File: config.mk
export PLATFORM = sky130hd
export DESIGN_NAME = blr_regs_top
export DESIGN_NICKNAME = d
export VERILOG_FILES = /design/src/design/blr_pkg.sv /design/src/design/blr_regs_top.sv /design/src/design/blr_pwm_sampler.sv /design/src/design/blr_i2c_slave.sv
export SDC_FILE = /design/constraint.sdc
export NUM_CORES = 1
export LEC_CHECK = 0
export ABC_CLOCK_PERIOD_IN_PS = 9200
export BUFFER_PORTS_ARGS = -buffer_cell sky130_fd_sc_hd__buf_2
export CORE_MARGIN = 8
export CORE_UTILIZATION = 45
export CTS_CLUSTER_DIAMETER = 30
export CTS_CLUSTER_SIZE = 28
export DETAILED_ROUTE_END_ITERATION = 8
export GPL_ROUTABILITY_DRIVEN = 0
export MAX_ROUTING_LAYER = met4
export PLACE_DENSITY = 0.66
export SKIP_LAST_GASP = 1
export SYNTH_ARGS = -nofsm -noshare
export SYNTH_HDL_FRONTEND = slang
export SYNTH_HIERARCHICAL = 1
export SYNTH_SLANG_ARGS = --single-unit
File: constraint.sdc
create_clock -name core_clk -period 9.2 [get_ports core_clk]
set_clock_uncertainty 0.1 [all_clocks]
set_input_delay 1.84 -clock core_clk [delete_from_list [all_inputs] [get_ports core_clk]]
set_output_delay 1.84 -clock core_clk [all_outputs]
set_load 0.02 [all_outputs]
File: src/design/blr_pkg.sv
// Shared constants for the backlight current, ramp and fault register group
package blr_pkg;
  // Register offsets
  localparam logic [7:0] BLR_OFS_CUR_A = 8'h05;
  localparam logic [7:0] BLR_OFS_CUR_B = 8'h06;
  localparam logic [7:0] BLR_OFS_RAMP_SS = 8'h07;
  localparam logic [7:0] BLR_OFS_RAMP_DIM = 8'h08;
  localparam logic [7:0] BLR_OFS_FLAGS = 8'h09;
  // Values after reset
  localparam logic [7:0] BLR_RST_CUR = 8'h1F;
  localparam logic [7:0] BLR_RST_RAMP = 8'h00;
  localparam logic [2:0] BLR_RST_FLAGS = 3'h0;
  // Writable bits; everything else reads as zero
  localparam logic [7:0] BLR_MASK_CUR_A = 8'hDF;
  localparam logic [7:0] BLR_MASK_CUR_B = 8'h1F;
  localparam logic [7:0] BLR_MASK_RAMP = 8'h3F;
  // Field positions
  localparam int BLR_BIT_HYST = 7;
  localparam int BLR_BIT_LOWB = 6;
  localparam int BLR_HI_LSB = 3;
  localparam int BLR_FLAG_OC = 2;
  localparam int BLR_FLAG_OV = 1;
  localparam int BLR_FLAG_TT = 0;
  // Sampler hysteresis and lower bound
  localparam logic [1:0] BLR_HYST_SLOW = 2'h3;
  localparam logic [1:0] BLR_HYST_FAST = 2'h2;
  localparam int BLR_LB_FLOOR = 2;
  localparam int BLR_LB_CODE = 6;
  // Ramp timing at the 20 MHz core clock
  localparam longint BLR_CLK_HZ = 20000000;
  localparam longint BLR_T_START0_US = 4000;
  localparam longint BLR_T_ZERO_US = 500;
  localparam longint BLR_T_STEP1_US = 261000;
  localparam longint BLR_START0_CYC = BLR_T_START0_US * BLR_CLK_HZ / 1000000;
  localparam longint BLR_ZERO_CYC = BLR_T_ZERO_US * BLR_CLK_HZ / 1000000;
  localparam longint BLR_STEP1_CYC = BLR_T_STEP1_US * BLR_CLK_HZ / 1000000;
  // Serial port slave address; value is arbitrary
  localparam logic [6:0] BLR_I2C_ADDR = 7'h36;
endpackage : blr_pkg

File: src/design/blr_regs_top.sv
// Current, ramp-time and fault-flag registers of the backlight driver
`timescale 1ns/1ps
`default_nettype none
module blr_regs_top import blr_pkg::*; #(
  parameter logic [6:0] DEV_ADDR  = BLR_I2C_ADDR,
  parameter int         CODE_W    = 9,
  parameter longint     START0_CYC = BLR_START0_CYC,
  parameter longint     ZERO_CYC   = BLR_ZERO_CYC,
  parameter longint     STEP1_CYC  = BLR_STEP1_CYC
) (
  input  wire logic              core_clk,
  input  wire logic              reset_n,
  input  wire logic              sclPin,
  input  wire logic              sdaPinIn,
  output logic                   sdaPinOut,
  output logic                   sdaPinOe,
  input  wire logic              overcurrentFlag,
  input  wire logic              overvoltageFlag,
  input  wire logic              thermalTripFlag,
  input  wire logic              sleepStatus,
  input  wire logic [2:0]        irqSourceEnable,
  input  wire logic              irqGlobalEnable,
  input  wire logic [CODE_W-1:0] pwmEquivCode,
  input  wire logic              pwmEquivValid,
  output logic      [CODE_W-1:0] pwmSampledCode,
  output logic      [4:0]        bankAFullScale,
  output logic      [4:0]        bankBFullScale,
  output logic      [31:0]       startRampCycles,
  output logic      [31:0]       shutRampCycles,
  output logic      [31:0]       upRampCycles,
  output logic      [31:0]       downRampCycles,
  output logic                   faultIrqPinNOut,
  output logic                   faultIrqPinNOe
);

  // Reset release path
  logic       rstMeta;
  logic       rstN;

  // Register bank
  logic [7:0] bankACur_reg;
  logic [7:0] bankBCur_reg;
  logic [7:0] ssRamp_reg;
  logic [7:0] dimRamp_reg;
  logic [2:0] flags_reg;
  logic [2:0] flags_next;

  // Serial port side
  logic [7:0] regPtr;
  logic       wrStrobe;
  logic [7:0] wrData;
  logic       rdStrobe;
  logic [7:0] rdData;
  logic       i2cSdaOut;
  logic       i2cSdaOe;

  // Fault path
  logic [2:0] faultRaw;
  logic [2:0] faultMeta;
  logic [2:0] faultSync;
  logic [2:0] faultPrev;
  logic [2:0] faultEnabled;
  logic [2:0] flagSet;
  logic       readClear;
  logic       clearedPrev;

  // Sampler output
  logic [CODE_W-1:0] sampledCode;

  // Time ladder: code 0 has its own length, others double from the step
  function automatic logic [31:0] rampLen(
    input logic [2:0] code,
    input longint     zeroLen
  );
    logic [31:0] step;
    step = 32'(STEP1_CYC);
    if (code == 3'h0) rampLen = 32'(zeroLen);
    else rampLen = step << (code - 3'h1);
  endfunction : rampLen

  // Reset is asserted at once and released through two flops
  always_ff @(posedge core_clk or negedge reset_n) begin
    if (!reset_n) begin
      rstMeta <= 1'b0;
      rstN    <= 1'b0;
    end else begin
      rstMeta <= 1'b1;
      rstN    <= rstMeta;
    end
  end

  // Serial port slave
  blr_i2c_slave #(
    .DEV_ADDR (DEV_ADDR)
  ) u_i2c (
    .clk      (core_clk),
    .rstN     (rstN),
    .sclIn    (sclPin),
    .sdaIn    (sdaPinIn),
    .sdaOut   (i2cSdaOut),
    .sdaOe    (i2cSdaOe),
    .regPtr   (regPtr),
    .wrStrobe (wrStrobe),
    .wrData   (wrData),
    .rdStrobe (rdStrobe),
    .rdData   (rdData)
  );

  // Data pin drive, re-timed so the top outputs come from flops
  always_ff @(posedge core_clk or negedge rstN) begin
    if (!rstN) begin
      sdaPinOut <= 1'b0;
      sdaPinOe  <= 1'b0;
    end else begin
      sdaPinOut <= i2cSdaOut;
      sdaPinOe  <= i2cSdaOe;
    end
  end

  // Host writes; unwritable bits are masked so they read as zero
  always_ff @(posedge core_clk or negedge rstN) begin
    if (!rstN) begin
      bankACur_reg <= BLR_RST_CUR;
      bankBCur_reg <= BLR_RST_CUR;
      ssRamp_reg   <= BLR_RST_RAMP;
      dimRamp_reg  <= BLR_RST_RAMP;
    end else if (wrStrobe) begin
      unique case (regPtr)
        BLR_OFS_CUR_A:    bankACur_reg <= wrData & BLR_MASK_CUR_A;
        BLR_OFS_CUR_B:    bankBCur_reg <= wrData & BLR_MASK_CUR_B;
        BLR_OFS_RAMP_SS:  ssRamp_reg   <= wrData & BLR_MASK_RAMP;
        BLR_OFS_RAMP_DIM: dimRamp_reg  <= wrData & BLR_MASK_RAMP;
        default: ; // Flags and unmapped offsets ignore writes
      endcase
    end
  end

  // Read mux; unmapped offsets read as zero
  always_comb begin
    unique case (regPtr)
      BLR_OFS_CUR_A:    rdData = bankACur_reg;
      BLR_OFS_CUR_B:    rdData = bankBCur_reg;
      BLR_OFS_RAMP_SS:  rdData = ssRamp_reg;
      BLR_OFS_RAMP_DIM: rdData = dimRamp_reg;
      BLR_OFS_FLAGS:    rdData = {5'h00, flags_reg};
      default:          rdData = 8'h00;
    endcase
  end

  // Fault comparators are asynchronous to the core clock
  assign faultRaw = {overcurrentFlag, overvoltageFlag, thermalTripFlag};

  always_ff @(posedge core_clk or negedge rstN) begin
    if (!rstN) begin
      faultMeta <= 3'h0;
      faultSync <= 3'h0;
      faultPrev <= 3'h0;
    end else begin
      faultMeta <= faultRaw;
      faultSync <= faultMeta;
      faultPrev <= faultSync;
    end
  end

  // A source counts only when its own and the global enable are set
  assign faultEnabled = irqSourceEnable & {3{irqGlobalEnable}};

  // Set on a new fault, or again right after a clearing read
  assign flagSet = faultSync & faultEnabled
                 & (~faultPrev | {3{clearedPrev}});

  // Reading the flags clears them, except while asleep
  assign readClear = rdStrobe && (regPtr == BLR_OFS_FLAGS)
                   && !sleepStatus;

  // A set in the clearing cycle wins, so no event is lost
  assign flags_next = (flags_reg & ~{3{readClear}}) | flagSet;

  always_ff @(posedge core_clk or negedge rstN) begin
    if (!rstN) begin
      flags_reg   <= BLR_RST_FLAGS;
      clearedPrev <= 1'b0;
    end else begin
      flags_reg   <= flags_next;
      clearedPrev <= readClear;
    end
  end

  // The clear leaves one released cycle before a re-set pulls the pin
  // again, which the host sees as a fresh event
  always_ff @(posedge core_clk or negedge rstN) begin
    if (!rstN) begin
      faultIrqPinNOut <= 1'b0;
      faultIrqPinNOe  <= 1'b0;
    end else begin
      faultIrqPinNOut <= 1'b0; // Open drain: low or released
      faultIrqPinNOe  <= |(flags_reg & faultEnabled);
    end
  end

  // PWM equivalent-code filter, steered by the bank A register
  blr_pwm_sampler #(
    .CW (CODE_W)
  ) u_sampler (
    .clk        (core_clk),
    .rstN       (rstN),
    .codeValid  (pwmEquivValid),
    .codeIn     (pwmEquivCode),
    .hystFast   (bankACur_reg[BLR_BIT_HYST]),
    .lowerBound (bankACur_reg[BLR_BIT_LOWB]),
    .codeOut    (sampledCode)
  );

  // Current fields and sampled code to the analog side
  always_ff @(posedge core_clk or negedge rstN) begin
    if (!rstN) begin
      bankAFullScale <= BLR_RST_CUR[4:0];
      bankBFullScale <= BLR_RST_CUR[4:0];
      pwmSampledCode <= '0;
    end else begin
      bankAFullScale <= bankACur_reg[4:0];
      bankBFullScale <= bankBCur_reg[4:0];
      pwmSampledCode <= sampledCode;
    end
  end

  // Ramp lengths in core cycles; registered so the timers see clean values
  always_ff @(posedge core_clk or negedge rstN) begin
    if (!rstN) begin
      startRampCycles <= 32'h0000_0000;
      shutRampCycles  <= 32'h0000_0000;
      upRampCycles    <= 32'h0000_0000;
      downRampCycles  <= 32'h0000_0000;
    end else begin
      startRampCycles <= rampLen(ssRamp_reg[5:3], START0_CYC);
      shutRampCycles  <= rampLen(ssRamp_reg[2:0], ZERO_CYC);
      upRampCycles    <= rampLen(dimRamp_reg[5:3], ZERO_CYC);
      downRampCycles  <= rampLen(dimRamp_reg[2:0], ZERO_CYC);
    end
  end

endmodule : blr_regs_top
`default_nettype wire

File: src/design/blr_pwm_sampler.sv
// Hysteresis and lower-bound filter for the PWM equivalent code
`timescale 1ns/1ps
`default_nettype none
module blr_pwm_sampler import blr_pkg::*; #(
  parameter int CW = 9
) (
  input  wire logic          clk,
  input  wire logic          rstN,
  input  wire logic          codeValid,
  input  wire logic [CW-1:0] codeIn,
  input  wire logic          hystFast,
  input  wire logic          lowerBound,
  output logic      [CW-1:0] codeOut
);
  logic [CW-1:0] mapped;
  logic [CW-1:0] cand_reg;
  logic [1:0]    cnt_reg;
  logic [1:0]    need;

  // Without the lower bound, small codes snap to 0 or to the floor code
  always_comb begin
    mapped = codeIn;
    if (!lowerBound) begin
      if (codeIn < CW'(BLR_LB_FLOOR)) mapped = '0;
      else if (codeIn <= CW'(BLR_LB_CODE)) mapped = CW'(BLR_LB_CODE);
    end // else raw codes below the floor pass
    need = hystFast ? BLR_HYST_FAST : BLR_HYST_SLOW;
  end

  // Output moves only after enough consecutive equal new codes
  always_ff @(posedge clk or negedge rstN) begin
    if (!rstN) begin
      codeOut  <= '0;
      cand_reg <= '0;
      cnt_reg  <= 2'h0;
    end else if (codeValid) begin
      if (mapped == codeOut) begin
        cnt_reg <= 2'h0;
      end else if (mapped == cand_reg && cnt_reg != 2'h0) begin
        if (cnt_reg + 2'h1 >= need) begin
          codeOut <= mapped;
          cnt_reg <= 2'h0;
        end else begin
          cnt_reg <= cnt_reg + 2'h1;
        end
      end else begin
        cand_reg <= mapped;
        cnt_reg  <= 2'h1;
      end
    end
  end
endmodule : blr_pwm_sampler
`default_nettype wire

File: src/design/blr_i2c_slave.sv
// Serial-port slave: pointer byte, then auto-incrementing reads or writes
`timescale 1ns/1ps
`default_nettype none
module blr_i2c_slave import blr_pkg::*; #(
  parameter logic [6:0] DEV_ADDR = BLR_I2C_ADDR
) (
  input  wire logic       clk,
  input  wire logic       rstN,
  input  wire logic       sclIn,
  input  wire logic       sdaIn,
  output logic            sdaOut,
  output logic            sdaOe,
  output logic [7:0]      regPtr,
  output logic            wrStrobe,
  output logic [7:0]      wrData,
  output logic            rdStrobe,
  input  wire logic [7:0] rdData
);
  typedef enum logic [6:0] {
    BLR_IDLE = 7'h01, BLR_ADDR = 7'h02, BLR_AACK = 7'h04,
    BLR_WR   = 7'h08, BLR_WACK = 7'h10, BLR_RD   = 7'h20,
    BLR_RACK = 7'h40
  } blr_i2c_t;
  blr_i2c_t   st_reg;
  logic [1:0] sclSy, sdaSy;
  logic       sclD, sdaD, isRead, ptrDone, hostAck;
  logic [3:0] bitCnt;
  logic [7:0] shift;
  logic       sclRise, sclFall, startC, stopC;

  // Pins are asynchronous: two stages, then a third for edge detection
  always_ff @(posedge clk or negedge rstN) begin
    if (!rstN) begin
      sclSy <= 2'h3;
      sdaSy <= 2'h3;
      sclD  <= 1'b1;
      sdaD  <= 1'b1;
    end else begin
      sclSy <= {sclSy[0], sclIn};
      sdaSy <= {sdaSy[0], sdaIn};
      sclD  <= sclSy[1];
      sdaD  <= sdaSy[1];
    end
  end
  assign sclRise = sclSy[1] & ~sclD;
  assign sclFall = ~sclSy[1] & sclD;
  assign startC  = sclSy[1] & sdaD & ~sdaSy[1];
  assign stopC   = sclSy[1] & ~sdaD & sdaSy[1];
  assign sdaOut  = 1'b0; // Open drain: only ever pulls low

  // Protocol sequencer
  always_ff @(posedge clk or negedge rstN) begin
    if (!rstN) begin
      st_reg <= BLR_IDLE;
      sdaOe <= 1'b0;
      bitCnt <= 4'h0;
      shift <= 8'h00;
      regPtr <= 8'h00;
      isRead <= 1'b0;
      ptrDone <= 1'b0;
      hostAck <= 1'b0;
      wrStrobe <= 1'b0;
      wrData <= 8'h00;
      rdStrobe <= 1'b0;
    end else begin
      wrStrobe <= 1'b0;
      rdStrobe <= 1'b0;
      if (startC) begin
        st_reg <= BLR_ADDR;
        bitCnt <= 4'h0;
        sdaOe <= 1'b0;
      end else if (stopC) begin
        st_reg <= BLR_IDLE;
        sdaOe <= 1'b0;
      end else if (sclRise) begin
        if (st_reg == BLR_ADDR || st_reg == BLR_WR) begin
          shift <= {shift[6:0], sdaSy[1]};
          bitCnt <= bitCnt + 4'h1;
        end else if (st_reg == BLR_RD) begin
          bitCnt <= bitCnt + 4'h1;
        end else if (st_reg == BLR_RACK) begin
          hostAck <= ~sdaSy[1];
          if (!sdaSy[1]) regPtr <= regPtr + 8'h01;
        end
      end else if (sclFall) begin
        unique case (st_reg)
          BLR_IDLE: ;
          BLR_ADDR: if (bitCnt == 4'h8) begin
            if (shift[7:1] == DEV_ADDR) begin
              sdaOe <= 1'b1;
              isRead <= shift[0];
              st_reg <= BLR_AACK;
            end else st_reg <= BLR_IDLE;
          end
          BLR_AACK: begin
            bitCnt <= 4'h0;
            ptrDone <= 1'b0;
            if (isRead) begin
              shift <= rdData;
              rdStrobe <= 1'b1;
              sdaOe <= ~rdData[7];
              st_reg <= BLR_RD;
            end else begin
              sdaOe <= 1'b0;
              st_reg <= BLR_WR;
            end
          end
          BLR_WR: if (bitCnt == 4'h8) begin
            sdaOe <= 1'b1;
            st_reg <= BLR_WACK;
            if (!ptrDone) regPtr <= shift;
            else begin
              wrData <= shift;
              wrStrobe <= 1'b1;
            end
          end
          BLR_WACK: begin
            sdaOe <= 1'b0;
            bitCnt <= 4'h0;
            if (ptrDone) regPtr <= regPtr + 8'h01;
            ptrDone <= 1'b1;
            st_reg <= BLR_WR;
          end
          BLR_RD: if (bitCnt == 4'h8) begin
            sdaOe <= 1'b0;
            st_reg <= BLR_RACK;
          end else begin
            shift <= {shift[6:0], 1'b0};
            sdaOe <= ~shift[6];
          end
          BLR_RACK: begin
            bitCnt <= 4'h0;
            if (hostAck) begin
              shift <= rdData;
              rdStrobe <= 1'b1;
              sdaOe <= ~rdData[7];
              st_reg <= BLR_RD;
            end else st_reg <= BLR_IDLE;
          end
        endcase
      end
    end
  end
endmodule : blr_i2c_slave
`default_nettype wire

==> summary.md, run 1 <==
| Metric | Value |
|---|---|
| P_leak | 6.527 nW |
| Area of the multi-input gates | 4220 um2 |
| Fin. max-slew vios | 0 |
| WS Path Type | input pin to flip-flop |
| CP peak stage delay | 680 ps |
| CP max FO | 9 |
| Detailed Route WL | 23150 um |
| Clock Path Buffers | 3 |
| Vias per cell | about 5.3 |
| Worst Max-Slew Pin Slew | 972.9 ps |
| Hold Vio Cnt, Final | 0 |
| PwrDens | 226.5 nW/um2 |
| Worst EP arrival | 4370 ps |
| Final net count | 1102 |
| Regs by FF count | downRampCycles: 26 flops, shutRampCycles: 26 flops, upRampCycles: 26 flops |
| DIE HEIGHT | around 170 um |
| Fmax | 0.2458 GHz |
| Core Area | 23120 um2 |
| DP Area | 11300 um2 |
| Status | finished, final reports clean |
| Post-route ant nets | 0 |
| CTS sink cnt | 231 |
| Max-Cap Viols | 0 |
| Distinct cells, synth | 86 |
| Main synth FF type | dfrtp_1 |
| Port Buffers | 146 |
| IO Pins | 173 |
| Relative slew slack | 0.3514 |
| Final worst path period share | 0.4422 |
| Largest net degree at the start of global routing | 82 |
| Final min period | 4068 ps |
| RSZ-0062 raised after global routing | false |
| Hold crit path type | flip-flop to asynchronous set/reset pin |
| Clock transition at the registers of the reported paths | 40 ps |
| Clock Latency Late Sink | 530 ps |
| Total track usage | 0.1690 |
| Die Area | 28400 um2 |
| TritonCTS Buffers | 49 |
| Antenna cell count | 0 |
| Syn Area/Cell | 11.88 um2 |
| Flops & latches, synth | 231 |
| Synthesized area | 10470 um2 |
| Mapped Cells | 881 |
| Register area share after synthesis | 0.5554 |
| Die Wd | 168.5 um |
| Clock root cell | clkbuf_16 |
| Congestion Overflow GR | 0 |
| Post-CTS setup repair buffer count | 0 |
| # fillers | a little under 2000 |
| Final setup viols | 0 |
| Post-CTS Hold Buffers | 0 |
| H-tree lvl count | 2 |
| Final Cell Area | 13050 um2 |
| Critical Path, Cell by Cell | buf_2 > or4_1 > o21ai_1 > nor3b_1 > o311ai_1 > nand4_2 > mux2_2 |
| Post-DP HPWL | 15880 um |
| Initial DRC count | 411 |
| CTS tree | yes |
| Ys async rst share | 1.000 |
| Std-Cell Rows | 56 |
| Slowest-stage cell, CP | or4_1 |
| Antenna violations before repair | 0 |
| TritonRoute pass-1 iters | 5 |
| Critical Path Source Type | input pin |
| CP required | roughly 9500 ps |
| Quantity of gates resized following cts | 0 |
| Share of layout cells above drive strength 1 | 0.3210 |
| Post-synth EDFFs | 0 |
| Initial Util | 0.4528 |
| Post-route DRC | 0 |
| P&R area growth vs syn | 24.68% |
| Vias | 7220 |
| VDD IR max | 0.0001362 V |
| DR WL/cell | 16.89 um |
| YS warnings | 6 |
| Setup tns final | 0 ps |
| Number of global-route vias before repair | 7461 |
| Storage element area | 5818 um2 |
| First-pass GRT wire length | 38810 um |
| Crit end category | flip-flop |
==> cell usage in the layout (no fill, tap or decap), types with 14 or more instances in the layout <==
| master | instances |
|---|---|
| clkbuf_16 | 50 |
| a211oi_1 | 18 |
| dfrtp_1 | 203 |
| conb_1 | 28 |
| ha_1 | 36 |
| nand3_1 | 15 |
| dfstp_2 | 27 |
| nor2_1 | 58 |
| buf_2 | 146 |
| inv_1 | 37 |
| mux2_1 | 14 |
| o21ai_0 | 26 |
| nand2_1 | 40 |
| nor3_1 | 15 |
| and3_1 | 23 |
| a21oi_1 | 36 |
| nor2b_1 | 16 |
| mux2_2 | 55 |
==> metal layers <==
layer  GRT usage  vias to the layer above  wire length (um)
li1            -                     3391                 -
met1      0.2104                     3574             10120
met2      0.2701                      212             11240
met3     0.04100                       43              1366
met4     0.05241                        0               429
met5           -                        -                 0
==> metrics by stage <==
| stage | std cells | hold slack [ps] | power [mW] | setup slack, ps | util |
|---|---|---|---|---|---|
| finish | 1371 | 148.3 | 2.956 | 5132 | 0.5645 |
| global route | 1371 | 205.8 | 3.065 | 5062 | 0.5645 |
| CTS | 1371 | 174.6 | 2.993 | 5187 | 0.5645 |
| detailed placement | 1280 | 178.8 | 1.167 | 4692 | 0.4887 |
| global placement | 1280 | 174.9 | 1.164 | 4731 | 0.4887 |
| floorplan | 906 | 231.2 | 1.148 | 2233 | - |
==> area by class of cell <==
type | count | share of cell area
inverters | 39 | 0.01122
repair buffers | 149 | 0.05771
clock buffers | 63 | 0.1065
well taps | 290 | 0.02780
clock inverters | 28 | 0.02770
multi-input cells | 571 | 0.3233
flip-flops and latches | 231 | 0.4457
==> cell usage after synthesis, drive strengths merged, types with 15 or more instances <==
cell type	count	area share
and3	23	0.014
mux2	77	0.086
dfstp	27	0.068
dfrtp	204	0.49
ha	36	0.043
a21oi	38	0.020
o21ai	29	0.014
nand2	40	0.014
nor2b	16	0.0096
buf	42	0.028
a211oi	19	0.015
inv	37	0.013
clkbuf	23	0.0082
nor3	17	0.0097
nand3	15	0.0072
nor2	60	0.022
==> critical path: cells and delay by family <==
family,cells,cell delay [ps]
mux,1,410
compound gates,2,780
buf+inv,1,140
simple gates,3,1210
==> power by group <==
part / switching (mW) / internal (mW) / leakage [nW]
clock: 0.546 / 1.26 / 0.858
sequential: 0.0170 / 1.04 / 2.95
combinational: 0.0657 / 0.0332 / 2.72
total: 0.629 / 2.33 / 6.53
==> final timing paths <==
path | start | endpoint | slack (ps) | cells past startpoint
max in group asynchronous | rstN | upRampCycles[18] | 6860 | 2
max | pwmEquivCode[6] | u_sampler/codeOut[7] | 5130 | 7
min | rstN | u_i2c/bitCnt[0] | 150 | 0
min reg2reg | rstN | u_i2c/bitCnt[0] | 150 | 0
max reg2reg | bankACur_reg[6] | u_sampler/codeOut[7] | 6280 | 6
min in group core_clk | u_i2c/sdaSy[0] | u_i2c/sdaSy[1] | 250 | 0
==> cells by family (layout without fill, tap and decap cells) <==
group / Yosys count / in the layout / share of synthesized area
flops: 231 / 231 / 0.5554
fa+ha+maj: 39 / 39 / 0.04876
xor+xnor: 17 / 17 / 0.01422
buf+inv: 104 / 279 / 0.05043
simple gates: 253 / 253 / 0.1384
compound gates: 146 / 146 / 0.09550
other cells: 3 / 28 / 0.001076
mux: 88 / 88 / 0.09621
(Power assumes the default switching activity.)
==> run 2: changes to the inputs <==
--- a/config.mk
+++ b/config.mk
@@ -5,7 +5,7 @@
 export SDC_FILE = /design/constraint.sdc
 export NUM_CORES = 1
 export LEC_CHECK = 0
-export ABC_CLOCK_PERIOD_IN_PS = 9200
+export ABC_CLOCK_PERIOD_IN_PS = 3700
 export BUFFER_PORTS_ARGS = -buffer_cell sky130_fd_sc_hd__buf_2
 export CORE_MARGIN = 8
 export CORE_UTILIZATION = 45
@@ -14,7 +14,7 @@
 export DETAILED_ROUTE_END_ITERATION = 8
 export GPL_ROUTABILITY_DRIVEN = 0
 export MAX_ROUTING_LAYER = met4
-export PLACE_DENSITY = 0.66
+export PLACE_DENSITY = 0.69
 export SKIP_LAST_GASP = 1
 export SYNTH_ARGS = -nofsm -noshare
 export SYNTH_HDL_FRONTEND = slang
==> constraint.sdc (replaced) <==
create_clock -name core_clk -period 3.7 [get_ports core_clk]
set_clock_uncertainty 0.1 [all_clocks]
set_input_delay 0.74 -clock core_clk [delete_from_list [all_inputs] [get_ports core_clk]]
set_output_delay 0.74 -clock core_clk [all_outputs]
set_load 0.02 [all_outputs]
==> summary.md, run 2 (same netlist as run 1, synthesis figures left out) <==
| Metric | Value |
|---|---|
| Setup tns final | 0 ps |
| Max-Cap Viols | 0 |
| Die Wd | 168.5 um |
| Vias per cell | 5.233 |
| Reg2Reg Depth | 6 |
| Fmax | between 0.3 and 0.4 GHz |
| Std-Cell Rows | 56 |
| Final worst path period share | 0.7904 |
| Congestion Overflow GR | 0 |
| Hold_ws | 225.1 ps |
| Clock transition at the registers of the reported paths | 50 ps |
| Hold Vio Cnt, Final | 0 |
| Final Non-Filler Cells | ~1400 |
| Number of global-route vias before repair | 7328 |
| Share of layout cells above drive strength 1 | 0.3197 |
| Status | finished, final reports clean |
| Relative slew slack | 0.3401 |
| Most frequent cells in the layout | dfrtp_1 (203), buf_2 (146), nor2_1 (58), mux2_2 (55), clkbuf_16 (46) |
| Final min period | 2924 ps |
| Sequential power share | 0.361 |
| Comb pwr share | 0.034 |
| Die Area | 28400 um2 |
| WS Path Type | input pin to flip-flop |
| Post-CTS setup repair buffer count | 0 |
| Final Cell Area | about 13000 um2 |
| Most common cell after layout, fill and taps aside | dfrtp_1 |
| VDD IR max | 0.0003514 V |
| Worst EP arrival | 3230 ps |
| Initial Util | 0.4528 |
| Fin. max-slew vios | 0 |
| Largest net degree at the start of global routing | 80 |
| Initial DRC count | 568 |
| PwrDens | roughly 560 nW/um2 |
| TritonRoute pass-1 iters | 4 |
| Total track usage | 0.1673 |
| P_leak | 6.492 nW |
| CP max FO | 9 |
| P&R area growth vs syn | 24.30% |
| H-tree lvl count | 2 |
| Post-route ant nets | 0 |
| TritonCTS Buffers | 45 |
| Post-DP HPWL | 15850 um |
| Psw | 1.585 mW |
| Setup Slack @ Placement | 266.3 ps |
| Clock power share | 0.605 |
| Sw Share | 0.2187 |
| Placed insts | 1281 |
| CTS tree | yes |
| PnR worst setup slack | just under 800 ps |
| RSZ-0062 raised after global routing | false |
| Critical Path Source Type | input pin |
| DIE HEIGHT | 168.5 um |
| Reg2reg start | bankACur_reg[6] |
| CP required | 4010 ps |
| Crit end category | flip-flop |
| Worst Setup SP | pwmEquivCode[6] |
| Port Buffers | 146 |
| Antenna violations before repair | 1 |
| DP Area | 11320 um2 |
| Worst Max-Slew Pin Slew | 989.9 ps |
| Final setup viols | 0 |
| Pwr Total | 7.251 mW |
| CTS sink cnt | 231 |
| Hold crit path type | flip-flop to asynchronous set/reset pin |
| # fillers | 1983 |
| Clock root cell | clkbuf_16 |
| Clock Path Buffers | 3 |
| First-pass GRT wire length | 38270 um |
| Vias | 7153 |
| DR WL/cell | approximately 17 um |
| Regs by FF count | downRampCycles: 26 flops, shutRampCycles: 26 flops, upRampCycles: 26 flops |
| P_int | 5.665 mW |
| Detailed Route WL | 23100 um |
| Final Util | 0.5628 |
| IO Pins | between 150 and 200 |
| Clock Latency Late Sink | 540 ps |
| Post-route DRC | 0 |
| Final net count | between 1000 and 1500 |
| Core Area | approximately 23000 um2 |
[run 2: cell types whose count changed in the layout (fill, tap and decap cells not counted), sizes merged, moves of 2 or more]
cell    before  now
clkbuf      63   51
bufinv       7    9
inv         39   43
clkinv      16   14
[run 2: final cells by class]
type | count | area (um2) | share of cell area
antenna | 1 | 2.502 | 0.0001923
clock buffer | 51 | 1210 | 0.09298
clock inverter | 33 | 469.2 | 0.03606
inverter | 39 | 146.4 | 0.01125
multi-input combinational | 571 | 4220 | 0.3243
sequential | 231 | 5818 | 0.4471
tap | 290 | 362.8 | 0.02788
timing repair buffer | 151 | 783.3 | 0.06019
[run 2: path summary, 6_finish.rpt]
kind | to | slack [ps]
hold reg to reg | downRampCycles[26] | 230
min in group core_clk | faultMeta[2] | 230
setup reg to reg | u_sampler/cand_reg[8] | 840
setup / recovery | u_sampler/cand_reg[8] | 780
hold / removal | downRampCycles[26] | 230
max in group asynchronous | shutRampCycles[24] | 2280
[run 2: power by group through the flow]
| stage | Clock, mW | Combinational [mW] | Sequential [mW] |
|---|---|---|---|
| floorplan | 0 | 0.184 | 2.67 |
| global placement | 0 | 0.241 | 2.66 |
| detailed placement | 0 | 0.245 | 2.66 |
| CTS | 4.48 | 0.248 | 2.62 |
| global route | 4.61 | 0.275 | 2.62 |
| finish | 4.39 | 0.247 | 2.62 |
[run 2: critical path, stage by stage]
cell and delay, ps:
buf_2 140, or4_1 660, o211ai_1 250, a211oi_1 100, or3_4 410, a211oi_4 530
mux2_2 400
[run 2: per-layer routing]
layer,part of all wire,track usage,vias up
li1,-,-,3398
met1,0.43,0.2088,3518
met2,0.49,0.2647,193
met3,0.057,0.03960,44
met4,0.023,0.05862,0
met5,0,-,-
[run 2: what timing repair did]
item,CTS,global route
resized for setup,0,0
endpoints found under the hold margin,2,0
hold buffers,1,0
